===== src/verilog/cfg_access_pkg.sv =====
// constants for the configuration-access responder: tokens, register map, field layout, timing
// assumes a token-level link where each symbol is one byte tagged as control or data
package cfg_access_pkg;
   // control tokens
   localparam logic [7:0] TOK_WRITE = 8'hC0;      // 192
   localparam logic [7:0] TOK_READ = 8'hC1;       // 193
   localparam logic [7:0] TOK_PWRITE = 8'h24;     // 36
   localparam logic [7:0] TOK_PREAD = 8'h25;      // 37
   localparam logic [7:0] TOK_END = 8'h01;
   localparam logic [7:0] TOK_ACK = 8'h03;
   localparam logic [7:0] TOK_NACK = 8'h04;
   // register map
   localparam logic [15:0] REG_TILE_CONTROL = 16'h0002;
   localparam logic [31:0] TILE_CONTROL_RESET = 32'h0000_0000;
   localparam logic [31:0] TILE_CONTROL_WMASK = 32'h03FF_FF36;
   // field positions
   localparam int DELAY_LSB = 18;
   localparam int DIV_LSB = 9;
   localparam int PORT_EN_BIT = 8;
   localparam int DYN_BIT = 5;
   localparam int LP_EN_BIT = 4;
   localparam int UTMI_BIT = 2;
   localparam int ULPI_EN_BIT = 1;
   // peripheral register space held locally
   localparam int PERIPH_DEPTH = 16;
   // timing
   localparam int CLK_HZ = 20_000_000;
   localparam int BOOT_MAX_US = 150;
   localparam int BOOT_CYCLES = BOOT_MAX_US * (CLK_HZ / 1_000_000);
   localparam int RST_MIN_US = 5;
   localparam int RST_CYCLES = (RST_MIN_US * (CLK_HZ / 1_000_000) + 1);
endpackage : cfg_access_pkg


===== src/verilog/tx_clock_divider.sv =====
// counter-based transmit clock generator driven by the tile clock
// assumes the ratio input is stable between reprograms; a change does not restart the count, which wraps once it reaches or passes the new value
`timescale 1ns/1ns
module tx_clock_divider
   import cfg_access_pkg::*;
(
   // clock and reset
   input wire logic i_clk,
   input wire logic i_sys_rst,
   // control
   input wire logic i_enable,
   input wire logic [8:0] i_ratio,
   // output
   output logic o_tx_clk
);
   logic [8:0] count;

   // count up to the programmed value then wrap
   always_ff @(posedge i_clk) begin
      if (i_sys_rst || !i_enable || count >= i_ratio)
         count <= 9'h000;
      else
         count <= count + 9'h001;
   end

   // rise at full value, fall at half value
   always_ff @(posedge i_clk) begin
      if (i_sys_rst || !i_enable)
         o_tx_clk <= 1'b0;
      else if (count == i_ratio)
         o_tx_clk <= 1'b1;
      else if (count == (i_ratio >> 1))
         o_tx_clk <= 1'b0;
   end
endmodule : tx_clock_divider


===== src/verilog/config_register_access.sv =====
// token-framed configuration responder with tile control register and boot sequencing
// assumes a byte-wide token channel with valid/ready on each side; symbols tagged control or data
`timescale 1ns/1ns
module config_register_access
   import cfg_access_pkg::*;
#(
   parameter int BOOT_DELAY = BOOT_CYCLES
)(
   // clock and reset
   input wire logic i_clk,
   input wire logic i_sys_rst,
   // incoming token stream
   input wire logic i_rx_valid,
   input wire logic i_rx_ctrl,
   input wire logic [7:0] i_rx_data,
   output logic o_rx_ready,
   // outgoing token stream
   output logic o_tx_valid,
   output logic o_tx_ctrl,
   output logic [7:0] o_tx_data,
   output logic [23:0] o_tx_dest,
   input wire logic i_tx_ready,
   // thread status for dynamic divide
   input wire logic i_all_paused,
   // tile control and boot outputs
   output logic [7:0] o_tx_data_delay,
   output logic o_tx_clk,
   output logic o_rgmii_port_en,
   output logic o_lp_div_active,
   output logic o_utmi_sel,
   output logic o_ulpi_en,
   output logic o_boot_start
);
   typedef enum {S_IDLE, S_RID, S_REG, S_SIZE, S_DATA, S_END, S_DRAIN,
                 S_RESP, S_RDATA, S_RTAIL} state_t;
   typedef enum {K_WRITE, K_READ, K_PWRITE, K_PREAD} kind_t;

   state_t state;
   kind_t kind;
   logic [31:0] tile_control;
   logic [7:0] periph_mem [PERIPH_DEPTH];
   logic [23:0] reply_id;
   logic [15:0] reg_num;
   logic [31:0] wdata;
   logic [7:0] size;
   logic [2:0] cnt;
   logic [7:0] pcnt;
   logic ok;
   logic [31:0] rdata;
   logic [31:0] boot_count;
   logic div_out;

   // one byte of the current field, most significant first
   function automatic logic [7:0] byte_of(input logic [31:0] w, input logic [2:0] i);
      byte_of = w[8'(i) * 8 +: 8];
   endfunction : byte_of

   // periph address stays inside the local array
   function automatic logic in_periph(input logic [8:0] a);
      in_periph = (a < 9'(PERIPH_DEPTH));
   endfunction : in_periph

   wire take = i_rx_valid && o_rx_ready;
   wire send = o_tx_valid && i_tx_ready;

   // parsing is open except from the closing token until the answer is out
   always_ff @(posedge i_clk) begin
      if (i_sys_rst)
         o_rx_ready <= 1'b1;
      else if (take && i_rx_ctrl && i_rx_data == TOK_END && state inside {S_END, S_DRAIN})
         o_rx_ready <= 1'b0;
      else if (state == S_RTAIL && send)
         o_rx_ready <= 1'b1;
   end

   // request parsing and response sequencing
   always_ff @(posedge i_clk) begin
      if (i_sys_rst) begin
         state <= S_IDLE;
         kind <= K_WRITE;
         cnt <= 3'h0;
         pcnt <= 8'h00;
         ok <= 1'b0;
         reply_id <= 24'h000000;
         reg_num <= 16'h0000;
         wdata <= 32'h0000_0000;
         size <= 8'h00;
      end else begin
         unique case (state)
            S_IDLE: if (take && i_rx_ctrl) begin
               cnt <= 3'h2;
               ok <= 1'b1;
               if (i_rx_data inside {TOK_WRITE, TOK_READ, TOK_PWRITE, TOK_PREAD})
                  state <= S_RID;
               case (i_rx_data)
                  TOK_WRITE: kind <= K_WRITE;
                  TOK_READ: kind <= K_READ;
                  TOK_PWRITE: kind <= K_PWRITE;
                  TOK_PREAD: kind <= K_PREAD;
                  default: kind <= kind;
               endcase
            end
            S_RID: if (take) begin
               if (i_rx_ctrl) ok <= 1'b0;
               reply_id <= {reply_id[15:0], i_rx_data};
               if (cnt == 3'h0) begin
                  state <= S_REG;
                  cnt <= (kind inside {K_WRITE, K_READ}) ? 3'h1 : 3'h0;
               end else cnt <= cnt - 3'h1;
            end
            S_REG: if (take) begin
               if (i_rx_ctrl) ok <= 1'b0;
               reg_num <= {reg_num[7:0], i_rx_data};
               if (cnt == 3'h0) begin
                  cnt <= 3'h3;
                  unique case (kind)
                     K_WRITE: state <= S_DATA;
                     K_READ: state <= S_END;
                     K_PWRITE, K_PREAD: state <= S_SIZE;
                  endcase
               end else cnt <= cnt - 3'h1;
            end
            S_SIZE: if (take) begin
               if (i_rx_ctrl) ok <= 1'b0;
               size <= i_rx_data;
               pcnt <= 8'h00;
               state <= (kind == K_PWRITE && i_rx_data != 8'h00) ? S_DATA : S_END;
            end
            S_DATA: if (take) begin
               if (i_rx_ctrl) ok <= 1'b0;
               if (kind == K_WRITE) begin
                  wdata <= {wdata[23:0], i_rx_data};
                  if (cnt == 3'h0) state <= S_END;
                  else cnt <= cnt - 3'h1;
               end else begin
                  pcnt <= pcnt + 8'h01;
                  if (pcnt + 8'h01 == size) state <= S_END;
               end
            end
            S_END: if (take) begin
               // a malformed tail turns the answer into a failure and skips to the end token
               if (i_rx_ctrl && i_rx_data == TOK_END) state <= S_RESP;
               else begin
                  ok <= 1'b0;
                  state <= S_DRAIN;
               end
            end
            S_DRAIN: if (take && i_rx_ctrl && i_rx_data == TOK_END) state <= S_RESP;
            S_RESP: if (send) begin
               cnt <= (kind == K_READ) ? 3'h3 : 3'h0;
               pcnt <= 8'h00;
               state <= (ok && (kind inside {K_READ, K_PREAD})) ? S_RDATA : S_RTAIL;
            end
            S_RDATA: if (send) begin
               if (kind == K_READ) begin
                  if (cnt == 3'h0) state <= S_RTAIL;
                  else cnt <= cnt - 3'h1;
               end else begin
                  pcnt <= pcnt + 8'h01;
                  if (pcnt + 8'h01 >= size) state <= S_RTAIL;
               end
            end
            S_RTAIL: if (send) state <= S_IDLE;
         endcase
         // unknown register or out-of-range peripheral access fails
         if (state == S_END && take && i_rx_ctrl && i_rx_data == TOK_END) begin
            if ((kind inside {K_WRITE, K_READ}) && reg_num != REG_TILE_CONTROL) ok <= 1'b0;
            if ((kind inside {K_PWRITE, K_PREAD}) &&
                9'(reg_num[7:0]) + 9'(size) > 9'(PERIPH_DEPTH)) ok <= 1'b0;
         end
      end
   end

   // read data selection; while streaming, the byte after the one now leaving is prepared
   always_comb begin
      rdata = tile_control;
      if (kind == K_PREAD)
         rdata = {24'h000000, periph_mem[4'(reg_num[7:0] + pcnt + 8'(state == S_RDATA))]};
   end

   // response tokens toward the reply channel-end
   always_ff @(posedge i_clk) begin
      if (i_sys_rst) begin
         o_tx_valid <= 1'b0;
         o_tx_ctrl <= 1'b0;
         o_tx_data <= 8'h00;
         o_tx_dest <= 24'h000000;
      end else begin
         if (send) o_tx_valid <= 1'b0;
         if (!o_tx_valid || send) begin
            if (state == S_RESP && !send) begin
               o_tx_valid <= 1'b1;
               o_tx_ctrl <= 1'b1;
               o_tx_data <= ok ? TOK_ACK : TOK_NACK;
               o_tx_dest <= reply_id;
            end else if ((state == S_RDATA && send) || (state == S_RESP && send && ok &&
                         (kind inside {K_READ, K_PREAD}))) begin
               o_tx_valid <= 1'b1;
               o_tx_ctrl <= 1'b0;
               // cnt drops as each byte leaves, so streaming sends the byte below it
               o_tx_data <= rdata[7:0];
               if (kind == K_READ)
                  o_tx_data <= byte_of(rdata, (state == S_RESP) ? cnt : cnt - 3'h1);
               if (state == S_RDATA && (kind == K_READ ? cnt == 3'h0 : pcnt + 8'h01 >= size)) begin
                  o_tx_ctrl <= 1'b1;
                  o_tx_data <= TOK_END;
               end
            end else if (state == S_RESP && send) begin
               o_tx_valid <= 1'b1;
               o_tx_ctrl <= 1'b1;
               o_tx_data <= TOK_END;
            end
         end
      end
   end

   // tile control register: only writable fields change, reserved bits stay zero
   always_ff @(posedge i_clk) begin
      if (i_sys_rst)
         tile_control <= TILE_CONTROL_RESET;
      else if (state == S_END && take && i_rx_ctrl && i_rx_data == TOK_END && ok &&
               kind == K_WRITE && reg_num == REG_TILE_CONTROL)
         tile_control <= wdata & TILE_CONTROL_WMASK;
   end

   // peripheral bytes are stored as they stream in; a failed frame may leave a partial write
   always_ff @(posedge i_clk) begin
      if (state == S_DATA && take && kind == K_PWRITE && in_periph(9'(reg_num[7:0]) + 9'(pcnt)))
         periph_mem[4'(reg_num[7:0] + pcnt)] <= i_rx_data;
   end

   // registered control outputs
   always_ff @(posedge i_clk) begin
      if (i_sys_rst) begin
         o_tx_data_delay <= 8'h00;
         o_rgmii_port_en <= 1'b0;
         o_lp_div_active <= 1'b0;
         o_utmi_sel <= 1'b0;
         o_ulpi_en <= 1'b0;
         o_tx_clk <= 1'b0;
      end else begin
         o_tx_data_delay <= tile_control[DELAY_LSB +: 8];
         o_rgmii_port_en <= tile_control[PORT_EN_BIT];
         o_lp_div_active <= tile_control[LP_EN_BIT] &&
                            (!tile_control[DYN_BIT] || i_all_paused);
         o_utmi_sel <= tile_control[UTMI_BIT];
         o_ulpi_en <= tile_control[ULPI_EN_BIT];
         o_tx_clk <= div_out;
      end
   end

   // transmit clock runs only while the RGMII ports are enabled
   tx_clock_divider u_txdiv (
      .i_clk(i_clk),
      .i_sys_rst(i_sys_rst),
      .i_enable(tile_control[PORT_EN_BIT]),
      .i_ratio(tile_control[DIV_LSB +: 9]),
      .o_tx_clk(div_out)
   );

   // boot starts a fixed delay after reset release, by default the full BOOT_MAX_US limit
   always_ff @(posedge i_clk) begin
      if (i_sys_rst) begin
         boot_count <= 32'h0000_0000;
         o_boot_start <= 1'b0;
      end else if (boot_count < 32'(BOOT_DELAY) - 32'h0000_0001) begin
         boot_count <= boot_count + 32'h0000_0001;
      end else begin
         o_boot_start <= 1'b1;
      end
   end
endmodule : config_register_access


===== config.mk =====
export PLATFORM = sky130hd
export DESIGN_NAME = config_register_access
export DESIGN_NICKNAME = d
export VERILOG_FILES = /design/src/verilog/cfg_access_pkg.sv /design/src/verilog/tx_clock_divider.sv /design/src/verilog/config_register_access.sv
export SDC_FILE = /design/constraint.sdc
export NUM_CORES = 1
export LEC_CHECK = 0
export ABC_AREA = 1
export CORE_UTILIZATION = 35
export CTS_BUF_LIST = sky130_fd_sc_hd__clkbuf_16
export DETAILED_ROUTE_END_ITERATION = 8
export DONT_BUFFER_PORTS = 1
export PLACE_DENSITY_LB_ADDON = 0.15
export SLEW_MARGIN = 20
export SYNTH_ARGS = -nofsm -noshare
export SYNTH_HDL_FRONTEND = slang
export SYNTH_SLANG_ARGS = --single-unit

===== constraint.sdc =====
create_clock -name i_clk -period 7.34 [get_ports i_clk]
set_input_delay 1.468 -clock i_clk [delete_from_list [all_inputs] [get_ports i_clk]]
set_output_delay 1.468 -clock i_clk [all_outputs]
set_load 0.1 [all_outputs]

[After elaboration in Yosys (flattened, before gate mapping)]
Memory sizes are Yosys's and may differ from the RTL's.
Cells that the tools add are included.
W data, S select, Z words.
Storage, ports and cells
  memory bits (read-only): 0
  input bits: 14
  RAM bits: 128
  bits in registers: 263
  bits in latches: 0
  memories kept: 1
  logic and storage cells: 233
Operators by class
  $add $sub $neg: 8
  order comparisons: 5
  shift-type cells: 1
  reductions and logical operators: 63
  multiplexer cells: 79
  eq/ne operators: 51
  divide/modulo/power cells: 0
  $mul: 0
  bitwise gates (word level): 0
Memories
  periph_mem: depth 16, width 8, read ports 1, clocked after memory_dff 0, wr ports 1, RTL line config_register_access.sv:41  | logic [7:0] periph_mem [PERIPH_DEPTH];
Operators with widths (number)
  $mux W32: 19
  $pmux W32 S10: 1
  $eq A32 B3 Y1 const B: 6
  $eq A32 B2 Y1 const B: 5
  $eq A32 B4 Y1 const B: 5
  $pmux W32 S4: 1
  $logic_not A32 Y1: 3
  $pmux W32 S3: 1
  $mux W8: 11
  $eq A32 B1 Y1 const B: 2
  $eq A32 B5 Y1 const B: 2
  $mux W3: 13
  $ne A2 B2 Y1 const B: 17
  $add A32 B1 Y32 const B: 1
  $lt A32 B12 Y1 const B: 1
  $pmux W8 S4: 1
  $shiftx A32 B7 Y8: 1
  $mux W1: 28
  $logic_and A1 B1 Y1: 27
  $mux W26: 1
  $add A8 B8 Y9: 2
  $pmux W3 S6: 1
  $reduce_and A17 Y1: 1
  $eq A16 B2 Y1 const B: 1
  33 further kinds: 56

[Depth between registers and ports, before layout]
Gate-level depths: netlist of run 1.
An unclocked memory read counts as a cell.
  word-level depth: 9
  mapped depth: 19
  gate-level depth less buffers: 17

[Cells and area by module]
From an unflattened synthesis of run 1, not the netlist that was laid out.
Unflattened totals
  cell total of the unflattened synthesis: 1782
  area, all modules: 14801.7 µm²
By module, submodules not included
  config_register_access: instances 1, sequential area each 7747.4 µm², area an instance 14053.5 µm², cells each 1676
  tx_clock_divider: instances 1, sequential area each 200.2 µm², area an instance 748.2 µm², cells each 106

[Least setup slack after synthesis of run 1]
No wires, ideal clock.
  path type: input to register
  start point: input i_rx_valid
  end point: memory periph_mem[0][0] (enable)
  stages on the path: 7
  data required time: 6.970 ns
  buffers on the path: 1
  setup slack: 4.186 ns
  data arrival time: 2.784 ns
  path through: nand2_1 -> buf_2 -> nor3_1 -> nand4_1 -> a21oi_1 -> nand4_1 -> nor2_1
On the way
  longest elaborated chain between the ends: 6
RTL lines
  start, declared: RTL line config_register_access.sv:13  | input wire logic i_rx_valid,
  $logic_and A1 B1 Y1: RTL line config_register_access.sv:63  | wire take = i_rx_valid && o_rx_ready;
  $logic_and A1 B1 Y1 (3 in series): RTL line config_register_access.sv:228  | if (state == S_DATA && take && kind == K_PWRITE && in_periph(9'(reg_num[7:0]) + 9'(pcnt)))
  $mux W1: RTL line config_register_access.sv:228
  $mux W1 (not written as such): RTL line config_register_access.sv:229  | periph_mem[4'(reg_num[7:0] + pcnt)] <= i_rx_data;
  end, declared: RTL line config_register_access.sv:41
Every way passes these cells.

[Final worst setup path of run 1]
  start point: register state[0]
  end point: register o_tx_data[6]
On the way
  longest elaborated chain between the ends: 9
  elaborated cells on any way between the ends: 20
RTL lines
  start, declared: RTL line config_register_access.sv:38  | state_t state;
  start signal, assigned: RTL line config_register_access.sv:127  | state <= (kind == K_PWRITE && i_rx_data != 8'h00) ? S_DATA : S_END;
  start signal, assigned: RTL line config_register_access.sv:152  | state <= (ok && (kind inside {K_READ, K_PREAD})) ? S_RDATA : S_RTAIL;
  $eq A32 B5 Y1: RTL line config_register_access.sv:178, config_register_access.sv:196, config_register_access.sv:204
  $add A4 B1 Y4: RTL line config_register_access.sv:178  | rdata = {24'h000000, periph_mem[4'(reg_num[7:0] + pcnt + 8'(state == S_RDATA))]};
  $mem_v2 Z16 W8
  $mux W26: RTL line config_register_access.sv:177  | if (kind == K_PREAD)
  $shiftx A32 B7 Y8: RTL line config_register_access.sv:55  | byte_of = w[8'(i) * 8 +: 8];
  $mux W8: RTL line config_register_access.sv:202  | if (kind == K_READ)
  $mux W8: RTL line config_register_access.sv:204  | if (state == S_RDATA && (kind == K_READ ? cnt == 3'h0 : pcnt + 8'h01 >= size)) begin
  $mux W8: RTL line config_register_access.sv:196  | end else if ((state == S_RDATA && send) || (state == S_RESP && send && ok &&
  $mux W8: RTL line config_register_access.sv:191  | if (state == S_RESP && !send) begin
  end signal, assigned: RTL line config_register_access.sv:194  | o_tx_data <= ok ? TOK_ACK : TOK_NACK;
  end signal, assigned: RTL line config_register_access.sv:201  | o_tx_data <= rdata[7:0];
  end signal, assigned: RTL line config_register_access.sv:203  | o_tx_data <= byte_of(rdata, (state == S_RESP) ? cnt : cnt - 3'h1);
  end, declared: RTL line config_register_access.sv:20  | output logic [7:0] o_tx_data,
Several ways; a longest one is shown, not always the timed one.
A chain may end at the register's enable or synchronous reset.

==> metrics.cfg, run 1 <==
[placement]
place_congestion=0.859
dpl.cell_count=2272
placement.cell_area_um2=15300
detailedPlacementHpwl_mm=26.3
pre_cts_setup_slack_ns=3.40
io_buffers=0

[grt]
grt_start_max_net_pins=118
first_global_vias=11337
grt-ovfl-total=0
number_of_antenna_violations_at_the_first_check_in_global_routing=0
grt_pass1_wl_mm=63.8
grt_use_total_pct=18.8

[power]
irDropWorstVdd_v=0.000209
leakage_nw=6.57
p_total_mw=5.20
power-per-cell-area_nw_per_um2=311

[synth]
synth_ff_type=sky130_fd_sc_hd__dfxtp_1
synth_top_area_share_pct=27.5
synth_seq_area_share_pct=53.2
netlist_instances=1803
synth-warning-count=0
syn_area_um2=14900
syn-num-nets=1859
synth-seq-cells=333
synth_top_cell_by_area=sky130_fd_sc_hd__dfxtp_1
synth_enable_flop_cells=128
post-synth-top-count-cell=sky130_fd_sc_hd__nand2_1
postSynth.asyncResetShare_pct=0
ranking_of_synthesized_cells_by_area=sky130_fd_sc_hd__dfxtp_1, sky130_fd_sc_hd__edfxtp_1, sky130_fd_sc_hd__nand2_1
synthesis.area_per_instance_um2=8.28
synth.cells.most_frequent=sky130_fd_sc_hd__nand2_1, sky130_fd_sc_hd__dfxtp_1, sky130_fd_sc_hd__nor2_1, sky130_fd_sc_hd__nand3_1, sky130_fd_sc_hd__a21oi_1
synth_cell_type_count=48

[setup_path]
r2r_end=o_tx_data[6]
worst_r2r_path_depth=15
timing.critical_path.from_type=flop
critical_path.endpoint=o_tx_data[6]
worst_path_largest_cell_delay_ns=0.68
critPathSlowestCell=sky130_fd_sc_hd__inv_1
reg2reg_slack_ns=3.39
crit_type=flop to flop
worst_ep_arrival_time_ns=4.44
critical_path_source=state[0]
timing.critical_path.cells=nor2_2 > inv_2 > nor2_4 > ha_2 > buf_4 > inv_1 > buf_4 > nand2_1 > nand3_1 > a21oi_1 > o21ai_0 > nand2_1 > nand2_1 > nand2_1 > a21oi_1
crit_fanout=69
timing.critical_path.mode_cell=sky130_fd_sc_hd__nand2_1
critical_path.reg2reg.startpoint=state[0]
timing.critical_path.to_type=flop
timing.critical_path.required_ns=7.83

[timing]
timing_worst_slew_pin_value_ns=1.17
hold_ws_ns=0.422
setup_viol_count_final=0
rsz0062_at_grt=no
final-hold-violation-count=0
max_slew_vio_count=0
fin_worst_skew_ns=0.0219
final_min_period_over_clock_period_pct=53.9
period_minus_slack_ns=3.95
total_negative_setup_slacks_ns=0
postLayoutSetupSlackWorst_ns=3.39
timing.slew.headroom_pct=21.7
achievable-frequency_mhz=253

[floorplan]
ioPinCount=63
rows=75
die_h_um=209
die-area_um2=43500
core_area_um2=42000
initial_utilization_pct=35.5
die-width_um=209

[clocking]
cts_setup_buffers=0
cts_tree=built
cts_resized=0
tritoncts_num_sinks=333
worst_skew_pair.late_latency_ns=0.58
htreeDepth=2
postCtsHoldBufs=0
worst_setup_hold_path_clk_slew_ns=0.06
cts_buffer_depth=3
cts_buffers=40
clock_tree.root_cell=sky130_fd_sc_hd__clkbuf_16

[detailed_routing]
via_count=11743
final_antenna_net_count=0
post_drt_via_cell_ratio=5.00
drc=0
routed_wl_mm=40.3
drt-wirelength-per-cell_um=17.2
drt_iter0_markers=824
detailed_routing_iterations_pass_1=5

[run]
cap_violations=0

[status]
result_of_the_run=completed

[final_layout]
final_area_um2=16700
fin_util_pct=39.7
synthToLayoutAreaGrowth_pct=11.8
finalNetCount=1831
finalNonFillerCells=2347
fill_cells=4286
share_of_post_route_cells_with_drive_strength_above_1_pct=6.70

[min_path]
hold_wc_path_type=flop to flop

-- flip-flops by register name, summed over array words and instances, names as in the netlist, 9 cells and up --
| register | count |
|---|---|
| periph_mem | 128 |
| boot_count | 32 |
| wdata | 26 |
| o_tx_dest | 24 |
| reply_id | 24 |
| tile_control | 22 |
| reg_num | 16 |
| u_txdiv.count | 9 |
-- worst max-delay path: cells and delay by family, from the launching register on --
family / cells / cell delay [ns]
buffers and inverters: 4 / 1.52
and+or+nand+nor: 7 / 0.88
AOI/OAI and AO/OA: 3 / 0.73
DFF: 1 / 0.37
adders and majority gates: 1 / 0.30
-- routing by layer --
layer	global-route usage, %	up-vias	routed length (um)
met5	0	-	0
met4	7.63	0	1260
met3	3.02	78	1640
met2	30.5	214	18600
met1	24.8	5521	18700
li1	-	5930	-
-- how the worst min path moves through the flow --
stage,startpoint,end,slack [ns],cells after the start
final,boot_count[21],boot_count[21],0.42,2
after global routing,boot_count[20],boot_count[20],0.45,2
after CTS,boot_count[28],boot_count[28],0.43,2
after detailed placement,boot_count[28],boot_count[28],0.41,2
after global placement,boot_count[20],boot_count[20],0.41,2
after floorplan,boot_count[22],boot_count[22],0.40,2
-- cell usage in the layout (no fill, tap or decap), drive strengths merged, types with 3 or more instances in the layout --
master,n
edfxtp,128
xor2,20
or2,12
bufinv,5
clkbuf,42
ha,40
xnor2,8
nor3,14
a211oi,3
nor2,202
nand3,160
nand3b,5
a31oi,6
clkinvlp,5
buf,8
o21ai,106
nand4,23
clkinv,17
o211ai,3
dfxtp,205
inv,155
nor4,11
a21oi,152
nand2,462
-- area by class of cell --
class | instances | area (um2) | area share, %
Timing Repair Buffer | 8 | 60.1 | 0.360
Antenna cell | 2 | 5.00 | 0.0300
Inverter | 151 | 567 | 3.39
Tap cell | 539 | 674 | 4.04
Clock inverter | 31 | 299 | 1.79
Sequential cell | 333 | 7950 | 47.6
Clock buffer | 42 | 1050 | 6.29
Multi-Input combinational cell | 1241 | 6090 | 36.5
-- cell families (layout without fill, tap and decap cells) --
logic type / count (synthesis) / after routing / share of synthesized area [%]
simple gates: 890 / 890 / 25.3
compound gates: 281 / 281 / 10.2
fa+ha+maj: 42 / 42 / 3.62
buf+inv: 229 / 232 / 6.01
xor+xnor: 28 / 28 / 1.64
flops: 333 / 333 / 53.2
other cells: 0 / 2 / 0
-- power breakdown --
group          internal (mW)  switching [mW]  leakage [nW]
sequential              1.97          0.0464          2.80
combinational          0.343           0.813          3.09
clock                   1.22           0.807         0.670
No activity file was read; power rests on OpenSTA's default activity.
==> run 2, diff against run 1 <==
Clock period 7.34 ns to 3.52 ns, I/O delays scaled along.
==> run 2 against run 1 <==
Against the previous run:
- die area is the same
- sequential share of layout area shrank 0.18 points
- power grew 100%
- first-iteration DRC count shrank 5.5%
- via count grew 0.67%
- combinational power grew 120%
- non-clock buffer count grew 23
- global-route usage is essentially flat
- wire length is essentially flat
- flip-flop and latch count is the same
- sequential power grew 110%
- register-to-register slack lost 2.8 ns
- critical endpoint is now o_tx_data[0]
- largest cell class unchanged
- largest power group unchanged
==> metrics.cfg, run 2 (synthesis results as in run 1) <==
[detailed_routing]
detailed_routing_iterations_pass_1=5
drt_iter0_markers=779
final_antenna_net_count=0
drc=0
via_count=11822
post_drt_via_cell_ratio=5.00
drt-wirelength-per-cell_um=17.0
routed_wl_mm=40.3

[clocking]
worst_skew_pair.late_latency_ns=0.57
tritoncts_num_sinks=333
cts_tree=built
clock_tree.root_cell=sky130_fd_sc_hd__clkbuf_16
cts_setup_buffers=0
cts_buffer_depth=3
cts_resized=0
postCtsHoldBufs=0
worst_setup_hold_path_clk_slew_ns=0.06
htreeDepth=2
cts_buffers=39

[setup_path]
timing.critical_path.to_type=flop
critical_path_source=pcnt[0]
crit_fanout=28
worst_ep_arrival_time_ns=3.40
timing.critical_path.from_type=flop
worst_r2r_path_depth=14
timing.critical_path.cells=ha_1 > fa_1 > ha_1 > inv_1 > buf_12 > nand3_1 > nand2_1 > nand2_1 > nand2_1 > nand2_1 > nand3_1 > nand3_1 > nand2_1 > a21oi_1
reg2reg_slack_ns=0.54
timing.critical_path.required_ns=3.94
critical_path.endpoint=o_tx_data[0]
critical_path.reg2reg.startpoint=pcnt[0]
worst_path_largest_cell_delay_ns=0.51
r2r_end=o_tx_data[0]
crit_type=flop to flop
timing.critical_path.mode_cell=sky130_fd_sc_hd__nand2_1
critPathSlowestCell=sky130_fd_sc_hd__fa_1

[floorplan]
die-area_um2=43500
rows=75
die-width_um=209
die_h_um=209
initial_utilization_pct=35.5
ioPinCount=63
core_area_um2=42000

[final_layout]
share_of_post_route_cells_with_drive_strength_above_1_pct=7.44
antenna-diode-count=0
synthToLayoutAreaGrowth_pct=12.2
final_area_um2=16800
mostFrequentLayoutCell=sky130_fd_sc_hd__nand2_1
most-common-layout-cells=sky130_fd_sc_hd__nand2_1, sky130_fd_sc_hd__dfxtp_1, sky130_fd_sc_hd__nor2_1
finalNetCount=1853
largest_register_ff_count=128

[power]
irDropWorstVdd_v=0.000381
leakage_nw=6.66
power-per-cell-area_nw_per_um2=630

[timing]
max_slew_vio_count=0
final_min_period_over_clock_period_pct=84.6
setup_viol_count_final=0
timing.slew.headroom_pct=23.5
achievable-frequency_mhz=336
fin_worst_skew_ns=0.0329
rsz0062_at_grt=no
period_minus_slack_ns=2.98
final-hold-violation-count=0
timing_worst_slew_pin_value_ns=1.15
total_negative_setup_slacks_ns=0

[placement]
detailedPlacementHpwl_mm=26.6
io_buffers=0
placement.cell_area_um2=15600
place_congestion=0.868

[grt]
first_global_vias=11422
grt_start_max_net_pins=118
grt_use_total_pct=18.7
grt_pass1_wl_mm=64.1
number_of_antenna_violations_at_the_first_check_in_global_routing=0
grt-ovfl-total=0

[min_path]
hold_wc_path_type=primary input to flop
min_delay_path_depth=1

[run]
cap_violations=0

[status]
result_of_the_run=completed

-- run 2: changes by cell type in the layout (fill, tap and decap cells not counted), moves of 3 or more --
cell,delta
sky130_fd_sc_hd__buf_12,+3
sky130_fd_sc_hd__clkinv_1,+4
sky130_fd_sc_hd__buf_4,+20
sky130_fd_sc_hd__bufinv_16,-3
sky130_fd_sc_hd__clkinvlp_4,-5
-- run 2: power by group --
group	internal, mW	switching (mW)
logic	0.774	1.72
clock network	2.21	1.64
registers	4.11	0.0982
total	7.10	3.46
-- run 2: worst max-delay path: cells and delay by family (launching register included) --
family	cells	cell delay [ns]
DFF	1	0.42
and+or+nand+nor	8	0.82
buffers and inverters	2	0.41
adders and majority gates	3	1.09
AOI/OAI and AO/OA	1	0.07
-- run 2: worst min-delay path by stage --
| stage | start | endpoint | slack, ns |
|---|---|---|---|
| 3_5_place_dp | boot_count[20] | boot_count[20] | 0.41 |
| 4_1_cts | i_sys_rst | reply_id[16] | 0.19 |
| 2_1_floorplan | boot_count[22] | boot_count[22] | 0.40 |
| 5_1_grt | i_sys_rst | boot_count[15] | 0.20 |
| 6_report | i_sys_rst | boot_count[29] | 0.23 |
| 3_3_place_gp | boot_count[28] | boot_count[28] | 0.41 |
-- run 2: stage by stage --
step	util (%)	setup slack, ns	cells	hold WS, ns	power (mW)
after floorplan	-	0.783	1803	0.403	6.16
after global placement	37.0	0.628	2295	0.410	6.79
after detailed placement	37.0	0.583	2295	0.412	6.79
after CTS	39.9	0.550	2366	0.195	10.7
after global routing	39.9	0.314	2366	0.198	11.2
final	39.9	0.540	2366	0.228	10.6
-- run 2: metal layers --
| layer | up-vias | wire length [um] | global-route usage, % |
|---|---|---|---|
| met5 | - | 0 | 0 |
| met4 | 0 | 1010 | 6.11 |
| met3 | 71 | 1930 | 3.28 |
| met2 | 259 | 18600 | 30.7 |
| met1 | 5515 | 18700 | 25.0 |
| li1 | 5977 | - | - |
-- run 2: layout make-up --
class / count / area (um2)
Tap cell: 539 / 674
Timing Repair Buffer: 31 / 270
Sequential cell: 333 / 7950
Clock inverter: 31 / 209
Inverter: 151 / 567
Clock buffer: 40 / 1000
Fill cell: 4302 / 25300
Multi-Input combinational cell: 1241 / 6090
==> run 3, diff against run 2 <==
Clock period 3.52 ns to 3.1 ns, I/O delays scaled along.
==> run 3 against run 2 <==
Against the previous run:
- clock power increased by 9.1%
- flip-flop and latch count unchanged
- combinational power increased by 15%
- hold slack got worse by 0.084 ns
- critical path depth unchanged
- cell area increased by 0.32%
- sequential share of layout area decreased by 0.13 points
- largest cell class unchanged
- largest power group unchanged
- highest routed layer unchanged
==> metrics.cfg, run 3 (synthesis results as in run 1) <==
[status]
result_of_the_run=completed

[timing]
total_negative_setup_slacks_ns=0
final_min_period_over_clock_period_pct=91.3
fin_worst_skew_ns=0.0267
max_slew_vio_count=0
timing_worst_slew_pin_value_ns=1.17
postLayoutSetupSlackWorst_ns=0.270
setup_viol_count_final=0
period_minus_slack_ns=2.83
final-hold-violation-count=0
rsz0062_at_grt=no
hold_ws_ns=0.144
achievable-frequency_mhz=353
timing.slew.headroom_pct=22.2

[floorplan]
die-area_um2=43500
die-width_um=209
initial_utilization_pct=35.5
core_area_um2=42000
ioPinCount=63
die_h_um=209
rows=75

[setup_path]
critical_path_source=reg_num[0]
critical_path.reg2reg.startpoint=reg_num[0]
timing.critical_path.from_type=flop
crit_fanout=16
worst_r2r_path_depth=14
reg2reg_slack_ns=0.27
r2r_end=o_tx_data[4]
worst_ep_arrival_time_ns=3.29
timing.critical_path.required_ns=3.56
critical_path.endpoint=o_tx_data[4]
crit_type=flop to flop
timing.critical_path.to_type=flop

[grt]
grt_start_max_net_pins=118
grt_use_total_pct=19.1
grt_pass1_wl_mm=64.8
number_of_antenna_violations_at_the_first_check_in_global_routing=0
first_global_vias=11708
grt-ovfl-total=0

[final_layout]
largest_register_ff_count=128
fin_util_pct=40.0
synthToLayoutAreaGrowth_pct=12.6
finalNetCount=1866
share_of_post_route_cells_with_drive_strength_above_1_pct=8.06
antenna-diode-count=0
most-common-layout-cells=sky130_fd_sc_hd__nand2_1, sky130_fd_sc_hd__dfxtp_1, sky130_fd_sc_hd__nor2_1
finalNonFillerCells=2376
mostFrequentLayoutCell=sky130_fd_sc_hd__nand2_1

[detailed_routing]
drt_iter0_markers=641
drt-wirelength-per-cell_um=17.3
drc=0
final_antenna_net_count=0
routed_wl_mm=41.1
detailed_routing_iterations_pass_1=5
post_drt_via_cell_ratio=5.02
via_count=11930

[power]
internal_power_mw=7.96
power-per-cell-area_nw_per_um2=704
leakage_nw=6.70
p_seq_share_pct=40.3
comb_power_share_pct=24.2
sw_frac_of_total_pct=32.7
switching_power_mw=3.87
irDropWorstVdd_v=0.000404
share_clk_of_total_power_pct=35.5

[placement]
pre_cts_setup_slack_ns=0.160
detailedPlacementHpwl_mm=27.4
place_congestion=0.843
io_buffers=0
dpl.cell_count=2308

[clocking]
tritoncts_num_sinks=333
cts_tree=built
worst_skew_pair.late_latency_ns=0.56
cts_setup_buffers=0
cts_buffers=39
htreeDepth=2
worst_setup_hold_path_clk_slew_ns=0.06
cts_buffer_depth=3
clock_tree.root_cell=sky130_fd_sc_hd__clkbuf_16

[min_path]
hold_wc_path_type=primary input to flop

[run]
cap_violations=0

[run 3: changes by cell type in the layout (fill, tap and decap cells not counted), sizes merged]
cell / before / now
clkinvlp: 0 / 2
buf: 31 / 44
bufinv: 2 / 1
clkinv: 21 / 17
[run 3: timing repair]
item,4_1_cts,5_1_grt
endpoints found under the setup margin,0,7
hold buffers,0,0
gates resized for setup,0,6
[run 3: metrics by stage]
step | total power, mW | area [um2]
3_5_place_dp | 7.73 | 15600
3_3_place_gp | 7.74 | 15600
2_1_floorplan | 6.99 | 14900
4_1_cts | 12.0 | 16800
5_1_grt | 12.5 | 16800
6_report | 11.8 | 16800
[run 3: final cells by class]
cell class	count	area, um2
fill	4340	25200
clock buffer	40	1000
tap	539	674
multi-input combinational	1241	6100
inverter	151	567
timing repair buffer	44	368
sequential	333	7950
clock inverter	28	149
[run 3: worst min-delay path by stage]
stage                   startpoint        endpoint  cells after the start
global placement    boot_count[30]  boot_count[30]                      2
finish                   i_sys_rst  boot_count[11]                      1
CTS                      i_sys_rst    o_tx_data[0]                      1
detailed placement  boot_count[19]  boot_count[19]                      2
global route             i_sys_rst   boot_count[6]                      1
floorplan           boot_count[22]  boot_count[22]                      2
[run 3: power groups by stage]
stage / logic (mW) / clock network, mW / registers [mW]
3_3_place_gp: 2.88 / 0 / 4.86
2_1_floorplan: 2.16 / 0 / 4.84
4_1_cts: 2.89 / 4.33 / 4.76
3_5_place_dp: 2.88 / 0 / 4.86
5_1_grt: 3.28 / 4.47 / 4.78
6_report: 2.87 / 4.20 / 4.77
[run 3: worst max-delay path, cell delays in order (launching register included)]
cell and delay [ns]:
sky130_fd_sc_hd__dfxtp_1 0.40, sky130_fd_sc_hd__ha_1 0.23, sky130_fd_sc_hd__fa_1 0.52, sky130_fd_sc_hd__ha_1 0.27
sky130_fd_sc_hd__inv_1 0.08, sky130_fd_sc_hd__nand2_1 0.05, sky130_fd_sc_hd__nand2_1 0.43, sky130_fd_sc_hd__nand2_1 0.11
sky130_fd_sc_hd__nand2_1 0.09, sky130_fd_sc_hd__nand2_1 0.10, sky130_fd_sc_hd__nand3_1 0.13, sky130_fd_sc_hd__nand2_1 0.06
sky130_fd_sc_hd__nand2_1 0.06, sky130_fd_sc_hd__nand2_1 0.05, sky130_fd_sc_hd__a21oi_1 0.13
[run 3: metal layers]
metal | global-route usage [%] | part of all wire, % | vias up
met5 | 0 | 0 | -
met4 | 7.71 | 3.3 | 0
met3 | 4.12 | 5.6 | 75
met2 | 31.4 | 46 | 247
met1 | 24.3 | 45 | 5623
li1 | - | - | 5985
